$ cat config.mk
export PLATFORM = sky130hd
export DESIGN_NAME = calendar_cam_timer
export DESIGN_NICKNAME = d
export VERILOG_FILES = /design/src/common/cct_pkg.sv /design/src/verilog/weekly_cam_match.sv /design/src/verilog/calendar_cam_timer.sv
export VERILOG_INCLUDE_DIRS = /design/src /design/src/common
export SDC_FILE = /design/constraint.sdc
export NUM_CORES = 1
export LEC_CHECK = 0
export ABC_CLOCK_PERIOD_IN_PS = 12200
export BUFFER_PORTS_ARGS = -buffer_cell sky130_fd_sc_hd__buf_4
export CORE_MARGIN = 2
export CORE_UTILIZATION = 55
export DETAILED_ROUTE_END_ITERATION = 6
export PLACE_DENSITY = 0.74
export SYNTH_ARGS = -nofsm -noshare
export SYNTH_HDL_FRONTEND = slang
export SYNTH_SLANG_ARGS = --single-unit
export TNS_END_PERCENT = 20
$ cat constraint.sdc
create_clock -name clk_sys_i -period 12.2 [get_ports clk_sys_i]
set_input_delay 1.22 -clock clk_sys_i [delete_from_list [all_inputs] [get_ports clk_sys_i]]
set_output_delay 1.22 -clock clk_sys_i [all_outputs]
set_load 0.01 [all_outputs]
$ cat src/common/cct_consts.svh
`ifndef CCT_CONSTS_SVH
`define CCT_CONSTS_SVH
// register byte offsets, one aligned word each
`define WK_CTRL_OFS 8'h00
`define CAM_DAYS_OFS 8'h04
`define CAM_TIME_OFS 8'h10
`define DATE_CTRL_OFS 8'h20
`define DATE_ON_OFS 8'h24
`define DATE_OFF_OFS 8'h28
`define STATUS_OFS 8'h2c
`define WORD_BYTES 8'h04
`define NUM_CAMS 3
// cam time word: on time low half, off time high half
`define ON_MIN_LSB 0
`define ON_HR_LSB 8
`define ON_UNSET_BIT 15
`define OFF_MIN_LSB 16
`define OFF_HR_LSB 24
`define OFF_UNSET_BIT 31
`define CAM_TIME_MASK 32'h9f3f_9f3f
`define CAM_TIME_RST 32'h8000_8000
// date word: year as offset from 2000, month, day
`define YR_LSB 0
`define MON_LSB 8
`define DAY_LSB 16
// mode and status bits
`define WK_PULSE_BIT 0
`define MODE_MONTHLY 0
`define MODE_YEARLY 1
`define MODE_PULSE 2
`define STAT_WK_BIT 0
`define STAT_DT_BIT 1
// calendar limits
`define LAST_YEAR 7'd99
`define LAST_HOUR 5'd23
`define LAST_MIN 6'd59
`define NO_WDAY 3'd7
`define FIRST_MONTH 4'd1
`define LAST_MONTH 4'd12
`define MIDNIGHT_HR 5'd0
`define MIDNIGHT_MIN 6'd0
// last-seen stamps start impossible so the first scan evaluates
`define WK_SEEN_RST 14'h3fff
`define DAY_SEEN_RST 16'hffff
`endif

$ cat src/common/cct_pkg.sv
`include "cct_consts.svh"

package cct_pkg;
  typedef struct packed {
    logic [6:0] yr;
    logic [3:0] mon;
    logic [4:0] day;
  } date_t;

  typedef struct packed {
    logic [2:0] wday;
    logic [4:0] hr;
    logic [5:0] mn;
  } wtime_t;

  typedef struct packed {
    date_t d;
    wtime_t w;
  } rtc_t;

  typedef struct packed {
    rtc_t s1;
    rtc_t s2;
    rtc_t s3;
    rtc_t now;
    logic wk_pulse;
    logic [`NUM_CAMS-1:0][6:0] days;
    logic [`NUM_CAMS-1:0][31:0] times;
    logic [2:0] mode;
    date_t don;
    date_t doff;
    wtime_t wk_seen;
    date_t dt_seen;
    logic wk_q;
    logic dt_q;
    logic [31:0] prdata;
    logic pready;
    logic pslverr;
  } cct_state_t;
endpackage : cct_pkg

$ cat src/verilog/weekly_cam_match.sv
`timescale 1ns/1ps
`include "cct_consts.svh"

module weekly_cam_match (
  input wire logic [6:0] days_i,
  input wire logic [31:0] time_i,
  input wire cct_pkg::wtime_t now_i,
  output logic on_hit_o,
  output logic off_hit_o
);
  import cct_pkg::*;

  logic day_sel;
  logic on_ok;
  logic off_ok;

  // weekday mask gate
  assign day_sel = (now_i.wday != `NO_WDAY) && days_i[now_i.wday];

  // out-of-range times act as unset
  // unset times never switch
  assign on_ok = !time_i[`ON_UNSET_BIT]
    && (time_i[`ON_HR_LSB +: 5] <= `LAST_HOUR)
    && (time_i[`ON_MIN_LSB +: 6] <= `LAST_MIN);
  assign off_ok = !time_i[`OFF_UNSET_BIT]
    && (time_i[`OFF_HR_LSB +: 5] <= `LAST_HOUR)
    && (time_i[`OFF_MIN_LSB +: 6] <= `LAST_MIN);

  // hits last the whole matching minute
  assign on_hit_o = day_sel && on_ok
    && (now_i.hr == time_i[`ON_HR_LSB +: 5])
    && (now_i.mn == time_i[`ON_MIN_LSB +: 6]);
  assign off_hit_o = day_sel && off_ok
    && (now_i.hr == time_i[`OFF_HR_LSB +: 5])
    && (now_i.mn == time_i[`OFF_MIN_LSB +: 6]);
endmodule : weekly_cam_match

$ cat src/verilog/calendar_cam_timer.sv
// Our own choices: the placing of the registers and the APB interface to the registers.
`timescale 1ns/1ps
// Contract
// each cam has a seven-day mask; cleared day never switches
// cam times are hour and minute, 00:00 to 23:59
// weekly pulse mode asserts output for exactly one scan
// an unset cam time causes no switching
// three cams jointly drive the weekly output
// on overlap, earliest on and earliest off decide
// dates limited to years 2000 through 2099
// date timer switches only at midnight; only pulse mode waits for 00:00, level modes switch at any scan
// date fields ordered year, month, day
// monthly mode: on at on-day, off at off-day, within years
// yearly mode: on at on month-day, off at off month-day
// monthly and yearly both set: monthly recurrence applies
// date pulse mode: one-scan pulse per on-date occurrence
// no mode set: one continuous period from on to off
// yearly interval crosses new year; none after final off
// date output follows the active cam condition exactly
// irregular schedules use several timers merged by OR
// comparisons evaluated once per scan tick
`include "cct_consts.svh"

module calendar_cam_timer (
  input wire logic clk_sys_i,
  input wire logic sys_rst_i,
  input wire logic psel_i,
  input wire logic penable_i,
  input wire logic pwrite_i,
  input wire logic [7:0] paddr_i,
  input wire logic [31:0] pwdata_i,
  output logic [31:0] prdata_o,
  output logic pready_o,
  output logic pslverr_o,
  input wire logic scan_tick_i,
  input wire logic [6:0] rtc_year_i,
  input wire logic [3:0] rtc_month_i,
  input wire logic [4:0] rtc_day_i,
  input wire logic [2:0] rtc_wday_i,
  input wire logic [4:0] rtc_hour_i,
  input wire logic [5:0] rtc_min_i,
  output logic week_q_o,
  output logic date_q_o
);
  import cct_pkg::*;

  cct_state_t st_r;
  cct_state_t st_nxt;
  logic [`NUM_CAMS-1:0] on_hit;
  logic [`NUM_CAMS-1:0] off_hit;
  date_t nd;
  wtime_t nw;
  logic new_min;
  logic new_day;
  logic midnight;
  logic dlev;
  logic dpulse;
  logic [31:0] rd_word;
  logic map_hit;
  logic yr_bad;
  logic ro_hit;
  logic acc_err;
  logic wr_go;

  assign nd = st_r.now.d;
  assign nw = st_r.now.w;

  // inclusive year window
  function automatic logic in_yrs(input logic [6:0] y,
      input logic [6:0] lo, input logic [6:0] hi);
    return (y >= lo) && (y <= hi);
  endfunction : in_yrs

  // level of the date cam for a given day
  function automatic logic date_level(input date_t n,
      input date_t a, input date_t b, input logic [2:0] m);
    logic [8:0] nmd;
    logic [8:0] amd;
    logic [8:0] bmd;
    logic yok;
    logic lv;
    nmd = {n.mon, n.day};
    amd = {a.mon, a.day};
    bmd = {b.mon, b.day};
    yok = in_yrs(n.yr, a.yr, b.yr);
    lv = 1'b0;
    // monthly checked first
    if (m[`MODE_MONTHLY]) begin
      // day window each month
      if (a.day <= b.day) begin
        lv = (n.day >= a.day) && (n.day < b.day) && yok;
      end else begin
        // no on-edge in the last month of the final year
        lv = ((n.day >= a.day) && yok
          && !(n.yr == b.yr && n.mon == `LAST_MONTH))
          || ((n.day < b.day) && yok
          && !(n.yr == a.yr && n.mon == `FIRST_MONTH));
      end
    end else if (m[`MODE_YEARLY]) begin
      // month-day window each year
      if (amd <= bmd) begin
        lv = (nmd >= amd) && (nmd < bmd) && yok;
      end else begin
        // carry over new year, stop after final off
        lv = ((nmd >= amd) && yok && (n.yr != b.yr))
          || ((nmd < bmd) && yok && (n.yr != a.yr));
      end
    end else begin
      // one uninterrupted span
      lv = (n >= a) && (n < b);
    end
    return lv;
  endfunction : date_level

  // on-date occurrence for pulse mode
  function automatic logic date_hit(input date_t n,
      input date_t a, input date_t b, input logic [2:0] m);
    logic yok;
    logic h;
    yok = in_yrs(n.yr, a.yr, b.yr);
    if (m[`MODE_MONTHLY]) begin
      h = (n.day == a.day) && yok;
    end else if (m[`MODE_YEARLY]) begin
      h = (n.mon == a.mon) && (n.day == a.day) && yok;
    end else begin
      h = (n == a);
    end
    return h;
  endfunction : date_hit

  // year low, then month, then day
  function automatic logic [31:0] date_word(input date_t d);
    return {11'h000, d.day, 4'h0, d.mon, 1'b0, d.yr};
  endfunction : date_word

  // one matcher per cam
  generate
    for (genvar c = 0; c < `NUM_CAMS; c++) begin : g_cam
      weekly_cam_match u_match (
        .days_i(st_r.days[c]),
        .time_i(st_r.times[c]),
        .now_i(nw),
        .on_hit_o(on_hit[c]),
        .off_hit_o(off_hit[c])
      );
    end
  endgenerate

  // event edges seen by the scan
  assign new_min = (nw != st_r.wk_seen);
  assign new_day = (nd != st_r.dt_seen);
  // date pulses only at 00:00
  assign midnight = (nw.hr == `MIDNIGHT_HR)
    && (nw.mn == `MIDNIGHT_MIN);
  assign dlev = date_level(nd, st_r.don, st_r.doff, st_r.mode);
  assign dpulse = new_day && midnight
    && date_hit(nd, st_r.don, st_r.doff, st_r.mode);

  // register decode, shared by read and write
  always_comb begin
    rd_word = 32'h0000_0000;
    map_hit = 1'b0;
    yr_bad = 1'b0;
    ro_hit = 1'b0;
    case (paddr_i)
      `WK_CTRL_OFS: begin
        map_hit = 1'b1;
        rd_word[`WK_PULSE_BIT] = st_r.wk_pulse;
      end
      `DATE_CTRL_OFS: begin
        map_hit = 1'b1;
        rd_word[2:0] = st_r.mode;
      end
      `DATE_ON_OFS: begin
        map_hit = 1'b1;
        rd_word = date_word(st_r.don);
        yr_bad = pwdata_i[`YR_LSB +: 7] > `LAST_YEAR;
      end
      `DATE_OFF_OFS: begin
        map_hit = 1'b1;
        rd_word = date_word(st_r.doff);
        yr_bad = pwdata_i[`YR_LSB +: 7] > `LAST_YEAR;
      end
      `STATUS_OFS: begin
        map_hit = 1'b1;
        ro_hit = 1'b1;
        rd_word[`STAT_WK_BIT] = st_r.wk_q;
        rd_word[`STAT_DT_BIT] = st_r.dt_q;
      end
      default: begin
        map_hit = 1'b0;
      end
    endcase
    for (int i = 0; i < `NUM_CAMS; i++) begin
      if (paddr_i == `CAM_DAYS_OFS + 8'(i * 4)) begin
        map_hit = 1'b1;
        rd_word = {25'h0, st_r.days[i]};
      end
      if (paddr_i == `CAM_TIME_OFS + 8'(i * 4)) begin
        map_hit = 1'b1;
        rd_word = st_r.times[i];
      end
    end
  end

  // years past 2099 refused with an error
  assign acc_err = !map_hit || (pwrite_i && (yr_bad || ro_hit));
  // write lands only on the completing access edge
  assign wr_go = psel_i && penable_i && pwrite_i
    && st_r.pready && !st_r.pslverr;

  // next state of the whole block
  always_comb begin
    st_nxt = st_r;
    // rtc pins pass three flops (s1, s2, s3) before reaching now
    st_nxt.s1 = {rtc_year_i, rtc_month_i, rtc_day_i,
      rtc_wday_i, rtc_hour_i, rtc_min_i};
    st_nxt.s2 = st_r.s1;
    st_nxt.s3 = st_r.s2;
    // fields can tear mid-rollover; keep only settled samples
    if (st_r.s2 == st_r.s3) begin
      st_nxt.now = st_r.s3;
    end
    // setup cycle decodes, access cycle answers at once
    st_nxt.pready = psel_i && !penable_i;
    if (psel_i && !penable_i) begin
      st_nxt.prdata = pwrite_i ? 32'h0000_0000 : rd_word;
      st_nxt.pslverr = acc_err;
    end
    if (wr_go) begin
      case (paddr_i)
        `WK_CTRL_OFS: begin
          st_nxt.wk_pulse = pwdata_i[`WK_PULSE_BIT];
        end
        `DATE_CTRL_OFS: begin
          st_nxt.mode = pwdata_i[2:0];
        end
        // fields unpacked year, month, day
        `DATE_ON_OFS: begin
          st_nxt.don = {pwdata_i[`YR_LSB +: 7],
            pwdata_i[`MON_LSB +: 4], pwdata_i[`DAY_LSB +: 5]};
        end
        `DATE_OFF_OFS: begin
          st_nxt.doff = {pwdata_i[`YR_LSB +: 7],
            pwdata_i[`MON_LSB +: 4], pwdata_i[`DAY_LSB +: 5]};
        end
        default: begin
          st_nxt.mode = st_r.mode;
        end
      endcase
      for (int i = 0; i < `NUM_CAMS; i++) begin
        if (paddr_i == `CAM_DAYS_OFS + 8'(i * 4)) begin
          st_nxt.days[i] = pwdata_i[6:0];
        end
        if (paddr_i == `CAM_TIME_OFS + 8'(i * 4)) begin
          st_nxt.times[i] = pwdata_i & `CAM_TIME_MASK;
        end
      end
    end
    // outputs move only on a scan tick
    if (scan_tick_i) begin
      st_nxt.wk_seen = nw;
      st_nxt.dt_seen = nd;
      if (st_r.wk_pulse) begin
        // high from the first scan in the on minute until the next scan
        st_nxt.wk_q = new_min && (|on_hit);
      end else if (new_min && (|on_hit)) begin
        // any cam sets; R06: first on wins
        st_nxt.wk_q = 1'b1;
      end else if (new_min && (|off_hit)) begin
        // first off clears, later offs idle
        st_nxt.wk_q = 1'b0;
      end
      if (st_r.mode[`MODE_PULSE]) begin
        // one scan per occurrence
        st_nxt.dt_q = dpulse;
      end else begin
        // follows the cam level; date rolls at midnight
        st_nxt.dt_q = dlev;
      end
    end
  end

  // state register
  always_ff @(posedge clk_sys_i or posedge sys_rst_i) begin
    if (sys_rst_i) begin
      st_r <= '0;
      st_r.times <= {`NUM_CAMS{`CAM_TIME_RST}};
      st_r.wk_seen <= `WK_SEEN_RST;
      st_r.dt_seen <= `DAY_SEEN_RST;
    end else begin
      st_r <= st_nxt;
    end
  end

  // outputs straight from flops
  assign prdata_o = st_r.prdata;
  assign pready_o = st_r.pready;
  assign pslverr_o = st_r.pslverr;
  assign week_q_o = st_r.wk_q;
  assign date_q_o = st_r.dt_q;
endmodule : calendar_cam_timer

Yosys cells after proc, flatten, opt, wreduce, memory -nomap -nowiden
Cells that the tools add are included. W data, S select, Z words.

$lt $le $gt $ge: 24. Equality and inequality tests: 35. Multiplexer cells: 36. Reduce and logical (&&, ||, !) cells: 97.

Operator list (number): $mux W32 (7); $logic_and A1 B1 Y1 (63); $eq A6 B6 Y1 (6); $le A6 B6 Y1 const B (6); $pmux W18 S2 (1); $eq A5 B5 Y1 (7); $eq A8 B6 Y1 const B (4); $eq A30 B30 Y1 (1); $le A5 B5 Y1 const B (6); $eq A8 B5 Y1 const B (3); $mux W1 (22); $reduce_and A2 Y1 (11); $eq A16 B16 Y1 (1); $eq A8 B4 Y1 const B (2); $ge A16 B16 Y1 (1); $lt A16 B16 Y1 (1); $ne A16 B16 Y1 (1); $eq A7 B7 Y1 (2); $ne A14 B14 Y1 (1); $ne A7 B7 Y1 (2); $logic_not A1 Y1 (11); $bmux W1 S3 (3); $ge A9 B9 Y1 (1); $le A9 B9 Y1 (1); other kinds (24) (28).

Bits in registers: 315. Bits of input ports: 76. Output and inout port bits: 36. Word-level logic and storage cells: 241.

Longest topological paths before layout
Gate-level depths: netlist of the first run.

Depth in word-level cells: 11. Depth in mapped cells: 10. Gate-level depth less buffers: 9.

By module
Synthesis of the first run repeated with hierarchy kept, for this count alone.

Cell total of the unflattened synthesis: 1147. Area, all modules: 14405.1 um^2.

Modules (own cells, without submodules): calendar_cam_timer (instances 1, cells each 1012, area each 13421.6 um^2, seq. area each 7752.4 um^2); weekly_cam_match (instances 3, cells each 45, area each 327.8 um^2, seq. area each 0.0 um^2).

Worst setup path after synthesis of the first run
Ideal clock, no wire load.

Kind: input port to flip-flop. Start point: input port paddr_i[1]. End point: register st_r (netlist bit prdata_o[4]). Library setup time: 121 ps. Arrival: 2715 ps. Setup slack: 9364 ps. Stages: 8. Buffers on the path: 1. Path through: buf_6 nor4b_1 nand2_1 o22ai_1 a21oi_1 a2111oi_0 o21ai_0 a22o_1.

Longest elaborated chain between the ends: 9. Elaborated cells on any way between the ends: 16.

RTL lines: start, declared (line calendar_cam_timer.sv:30) `input wire logic [7:0] paddr_i,`; $eq A8 B6 Y1 (line calendar_cam_timer.sv:165) `case (paddr_i)`; $pmux W18 S2 (line calendar_cam_timer.sv:165); $mux W32 (line calendar_cam_timer.sv:195) `` if (paddr_i == `CAM_DAYS_OFS + 8'(i * 4)) begin ``; $mux W32 (line calendar_cam_timer.sv:199) `` if (paddr_i == `CAM_TIME_OFS + 8'(i * 4)) begin ``; $mux W32 (line calendar_cam_timer.sv:195); $mux W32 (line calendar_cam_timer.sv:199); $mux W32 (line calendar_cam_timer.sv:195); $mux W32 * (line calendar_cam_timer.sv:199); $mux W32 * (line calendar_cam_timer.sv:227) `st_nxt.prdata = pwrite_i ? 32'h0000_0000 : rd_word;`; end signal, assigned (line calendar_cam_timer.sv:292) `st_r <= st_nxt;`; end, declared (line calendar_cam_timer.sv:47) `cct_state_t st_r;`.

Every way passes the cells marked *; elsewhere a longest branch is shown, timed or not. A chain may end at the register's enable or synchronous reset.

Final worst setup path of the first run
Start point: input port paddr_i[1]. End point: register st_r[75] (netlist name).

Longest elaborated chain between the ends: 2.

RTL lines: $eq A8 B6 Y1 (line calendar_cam_timer.sv:231) `case (paddr_i)`; $reduce_and A2 Y1 (no line).

No other way between the ends.

==> results of run 1 <==
## layout make-up
type,count,area [um^2],share of cell area
Sequential cell,308,7750,0.474
Multi-Input combinational cell,715,6110,0.374
Clock buffer,45,908,0.0555
Timing Repair Buffer,106,796,0.0486
Tap cell,335,419,0.0256
Clock inverter,13,204,0.0125
Inverter,45,176,0.0108
## sequential cells by signal, summed over array words and instances, names as in the netlist
| signal | cells |
|---|---|
| st_r | 189 |
| date_q_o | 1 |
| nw | 14 |
| pready_o | 1 |
| st_nxt | 60 |
| nd | 16 |
| prdata_o | 25 |
| pslverr_o | 1 |
| week_q_o | 1 |
## path summary, 6_finish.rpt
| path | depth (start not counted) | endpoint | slack [ns] |
|---|---|---|---|
| max | 5 | st_r[75] | 8.93 |
| min | 0 | st_nxt[256] | 0.35 |
| max reg2reg | 7 | week_q_o | 9.51 |
| min reg2reg | 0 | st_nxt[256] | 0.35 |
| max in group asynchronous | 4 | st_r[76] | 9.22 |
| min in group asynchronous | 2 | st_nxt[304] | 0.73 |
## per-stage QoR
stage | instances | hold WS (ns) | cell area, um^2
after detailed placement | 1509 | 0.335 | 15300
after global routing | 1567 | 0.350 | 16400
after floorplan | 1149 | 0.331 | 14500
after CTS | 1567 | 0.348 | 16400
after global placement | 1509 | 0.331 | 15300
final | 1567 | 0.346 | 16400
## per-layer routing
layer / up-vias / global-route usage / share of wire
met2: 355 / 0.393 / 0.47
met4: 0 / 0.0712 / 0.026
met3: 66 / 0.0448 / 0.069
met5: - / 0 / 0
met1: 4767 / 0.333 / 0.43
li1: 4259 / - / -
## power groups by stage
stage          logic, mW  registers [mW]  clock network, mW
5_1_grt           0.0842            1.05               1.08
6_report          0.0755            1.05               1.02
2_1_floorplan     0.0416            1.07                  0
3_5_place_dp      0.0768            1.07                  0
3_3_place_gp      0.0755            1.07                  0
4_1_cts           0.0770            1.05               1.03
## kinds of logic (layout without fill, tap and decap cells)
kind of cell,after synthesis,in the layout,synth area share
AO/OA/AOI/OAI,178,178,0.0877
XOR/XNOR,111,111,0.0672
buffers and inverters,126,209,0.0437
adder cells (fa/ha/maj),42,42,0.0363
multiplexers,201,201,0.158
AND/OR/NAND/NOR,176,176,0.0712
other,1,7,0.000259
flip-flops,308,308,0.536
## cells in the final DEF (no fill, tap or decap), types with 6 or more instances in the layout
master     synthesis  routed
nor4_1            20      20
o21ai_0           29      29
clkbuf_16          0      31
a222oi_1          24      24
o22ai_1            9       9
nor2_1            17      17
nand3_1           23      23
mux2_2           190     190
o211ai_1           6       6
a21o_1            18      18
a22oi_1           16      16
mux2i_1            8       8
nand4_1           21      21
conb_1             1       7
a21oi_1           35      35
xor2_1            57      57
inv_1             45      44
xnor2_1           54      54
dfrtp_1          272     272
clkbuf_8           0       8
dfstp_2           36      36
clkbuf_1          21       6
buf_4             33     106
nor3_1            10      10
ha_1              42      42
nand2_1           39      39
## worst reg2reg max path, cell delays in order, from the launching register on
cell and delay, ns:
dfrtp_1 0.63, nor2b_1 0.56, and3b_1 0.25, o2111ai_1 0.17
a2111oi_0 0.40, o31a_1 0.24, o21ai_0 0.10, a21bo_2 0.24
==> impl_metrics.yaml, run 1 <==
worst_hold_path:
  worstHoldPathType: "flop to flop"
  worstHoldStart: "st_nxt[286]"
placement:
  io_buffers: 97
  hpwl_um: 23300
  place.gp.congestion: 0.885
  place_ws_ns: 8.39
power_and_ir_drop:
  seqPwrFrac: 0.490
  comb_power_share: 0.035
  switching_share: 0.211
  p_clk_frac: 0.475
  report.power.total_mw: 2.14
  p_int_mw: 1.69
  ir_worst_vdd_mv: 0.147
  total_leakage_power_nw: 7.92
  switchingPower_mw: 0.452
  power_density_nw_per_um2: 131
grt:
  grt_pass1_wl_um: 53100
  grt_max_degree: 91
  grt_pass1_vias: 9548
  grt_overflow: 0
  antenna_found_initial: 0
  grt_use_total: 0.241
worst_setup_path:
  path_class: "input port to flop"
  crit_arrival_ns: 3.71
  required_ns: 12.64
  crit_chain: "buf_4 -> nor4b_1 -> nor2b_2 -> nand2_2 -> mux2_2"
  worstSetupEndpointType: "flop"
  r2r_start: "nw[10]"
  worst-path-buf-inv: 1
  critPathLaunch: "paddr_i[1]"
  slowest_stage: "nor2b_2"
  critPathTopFamily: "simple AND/OR/NAND/NOR gates"
  cpPeakStageDelay_ns: 0.91
  crit_fanout: 18
  start_kind: "input port"
yosys:
  synth_most_common_cell: "dfrtp_1"
  synth-edff-count: 0
  async_flop_share: 1.00
  synth_top_flop_cell: "dfrtp_1"
  ys_ff_latch: 308
  synth_cell_type_count: 72
  yosys-top-cells-area: "dfrtp_1 (47%), mux2_2 (15%), dfstp_2 (6.5%), ha_1 (3.6%), xor2_1 (3.4%)"
  netlist_instances: 1143
  synth_top_area_frac: 0.470
  synth_area_um2: 14500
  yosys_warnings: 0
  synth_common_cells: "dfrtp_1 (272), mux2_2 (190), xor2_1 (57), xnor2_1 (54), inv_1 (45)"
  syn_area_per_cell_um2: 12.7
  synth-seq-area-share: 0.536
  yosys.area.top_type: "dfrtp_1"
floorplanning:
  die_h_um: 166
  boundaryPins: 112
  start_util: 0.557
  dieArea_um2: 27600
  core_um2: 26000
  fp-row-count: 59
  die_w_um: 166
cts:
  clock_latency_ns: 0.57
  root_buffer: "clkbuf_16"
  clockBufferDepth: 3
  holdBufCountCts: 0
  cts.sinks: 308
  cts_resized: 0
  cts_tree: "yes"
  cts_buffers: 31
  h-tree-depth: 1
  cts_setup_buffers: 0
  clk_pin_slew_ns: 0.06
layout:
  finalNetCount: 1325
  diodes: 0
  finish.utilization: 0.630
  drive_above_1_share: 0.331
  nFillCells: 2034
  area_growth_syn_to_layout_pct: 13.1
sta:
  fin_crit_ns: 3.27
  finalMaxSlewViolations: 0
  fin_crit_sh: 0.268
  rsz0062_at_grt: "false"
  setup_viol: 0
  setup_tns_ns: 0
  setup_ws_ns: 8.93
  hold_viol: 0
  max_slew_margin: 0.234
  max_freq_mhz: 305
  finClkSkew_ns: 0.0150
  worst-slew-pin-transition_ns: 1.15
drt:
  drc: 0
  post_drt_via_cell_ratio: 6.03
  dr.pass1.iters: 6
  wl_per_cell_um: 21.2
  vias: 9447
  drt_wl_total_um: 33200
  drtIter0Drc: 916
  ant_nets: 0
flow_run:
  cap_violations: 0
run_status:
  status: "finished clean"
Note: power is estimated with default switching activity, not from simulation.
==> run 2, diff against run 1 <==
Settings changed: ABC_CLOCK_PERIOD_IN_PS 12200 to 3100.
Clock period 12.2 ns to 3.1 ns, I/O delays scaled along.
==> run 2 against run 1 <==
Effect of this change: die area unchanged; routed wire length up 3.9%; sequential power grew to 3.9 times the previous value; sequential share of layout area fell by 1.5 points; power grew to 4.0 times the previous value; first-iteration DRC count shrank 12%; worst hold slack lost 0.30 ns; register-to-register slack lost 9.0 ns; critical path depth rose by 4; critical endpoint is now date_q_o; largest power group unchanged.
==> impl_metrics.yaml, run 2 (synthesized netlist as in run 1, its figures left out) <==
sta:
  fin_crit_ns: 2.58
  finClkSkew_ns: 0.0238
  max_slew_margin: 0.532
  fin_crit_sh: 0.833
  rsz0062_at_grt: "false"
  setup_viol: 0
  max_freq_mhz: 387
  hold_viol: 0
  worst-slew-pin-transition_ns: 0.702
  setup_ws_ns: 0.518
  finalMaxSlewViolations: 0
worst_setup_path:
  worstSetupEndpointType: "flop"
  path_class: "flop to flop"
  cpPeakStageDelay_ns: 0.56
  critPathTopFamily: "compound AO/OA/AOI/OAI gates"
  crit_fanout: 4
  required_ns: 3.48
  crit_chain: "inv_1 -> ha_1 -> and4_1 -> o21a_1 -> o31a_1 -> a2111oi_0 -> mux2i_1 -> a211oi_1 -> o211ai_1"
  crit_arrival_ns: 2.96
  critPathLaunch: "st_r[90]"
  start_kind: "flop"
  slowest_stage: "a2111oi_0"
  r2r_start: "st_r[90]"
  worst-path-buf-inv: 1
power_and_ir_drop:
  total_leakage_power_nw: 8.17
  ir_worst_vdd_mv: 0.458
  power_density_nw_per_um2: 505
cts:
  clockBufferDepth: 3
  h-tree-depth: 2
  clock_latency_ns: 0.51
  root_buffer: "clkbuf_16"
  clk_pin_slew_ns: 0.06
  cts_tree: "yes"
  cts_resized: 0
  cts.sinks: 308
  cts_buffers: 34
drt:
  wl_per_cell_um: 21.3
  drc: 0
  drtIter0Drc: 806
  dr.pass1.iters: 7
  drt_wl_total_um: 34500
  vias: 9771
  ant_nets: 0
  post_drt_via_cell_ratio: 6.03
grt:
  grt_use_total: 0.254
  grt_pass1_wl_um: 55700
  grt_max_degree: 78
  antenna_found_initial: 0
  grt_pass1_vias: 10100
  grt_overflow: 0
layout:
  largest_reg_flops: 189
  finalNetCount: 1377
  nFillCells: 2025
  drive_above_1_share: 0.334
  area_growth_syn_to_layout_pct: 16.8
  diodes: 0
  layout_common_cells: "dfrtp_1 (272), mux2_2 (190), buf_4 (120)"
  mostFrequentLayoutCell: "dfrtp_1"
  finish.utilization: 0.651
  regMostFlops: "st_r"
floorplanning:
  dieArea_um2: 27600
  die_w_um: 166
  fp-row-count: 59
  core_um2: 26000
  start_util: 0.557
  die_h_um: 166
  boundaryPins: 112
placement:
  place_ws_ns: 0.636
  place.gp.congestion: 1.04
  hpwl_um: 24500
  io_buffers: 97
run_status:
  status: "finished clean"
worst_hold_path:
  worstHoldStart: "pwdata_i[21]"
  worstHoldPathType: "input port to flop"
flow_run:
  cap_violations: 0
## run 2: timing repair
| item | in CTS | in global routing |
|---|---|---|
| buffers inserted | 0 | 0 |
| hold endpoints to repair | 42 | 0 |
| hold buffers | 31 | 0 |
## run 2: worst paths after layout
path	slack, ns	endpoint	cells after the start
worst max-delay path	0.52	date_q_o	9
worst min-delay path	0.05	st_r[154]	2
worst max register to register	0.52	date_q_o	9
worst min register to register	0.34	st_nxt[258]	0
max in group asynchronous	1.86	st_r[82]	4
min in group asynchronous	0.44	st_r[218]	3
## run 2: routing by layer
layer / GRT usage / wire length [um]
met5: 0 / 0
met4: 0.0892 / 1130
met3: 0.0384 / 2260
met2: 0.415 / 16500
met1: 0.349 / 14700
## run 2: power breakdown
part	leakage (nW)	switching, mW	internal (mW)
sequential	3.96	0.0426	4.09
clock	0.564	1.60	2.47
combinational	3.65	0.194	0.149
## run 2: cell type report
cell class                      count  area [um^2]  area share
Sequential cell                   308         7750       0.459
Clock buffer                       48         1020      0.0602
Tap cell                          335          419      0.0248
Clock inverter                     14          139     0.00822
Timing Repair Buffer              155         1290      0.0764
Multi-Input combinational cell    715         6110       0.362
Inverter                           45          173      0.0102
## run 2: metrics by stage
stage	power (mW)	cell area, um^2	instances	setup TNS [ns]	hold slack (ns)
after floorplan	4.36	14500	1149	-354.70	0.331
after global placement	4.51	15400	1527	0	0.331
after detailed placement	4.52	15400	1527	0	0.335
after CTS	8.64	16900	1620	0	0.0368
after global routing	8.85	16900	1620	0	0.0490
final	8.54	16900	1620	0	0.0498
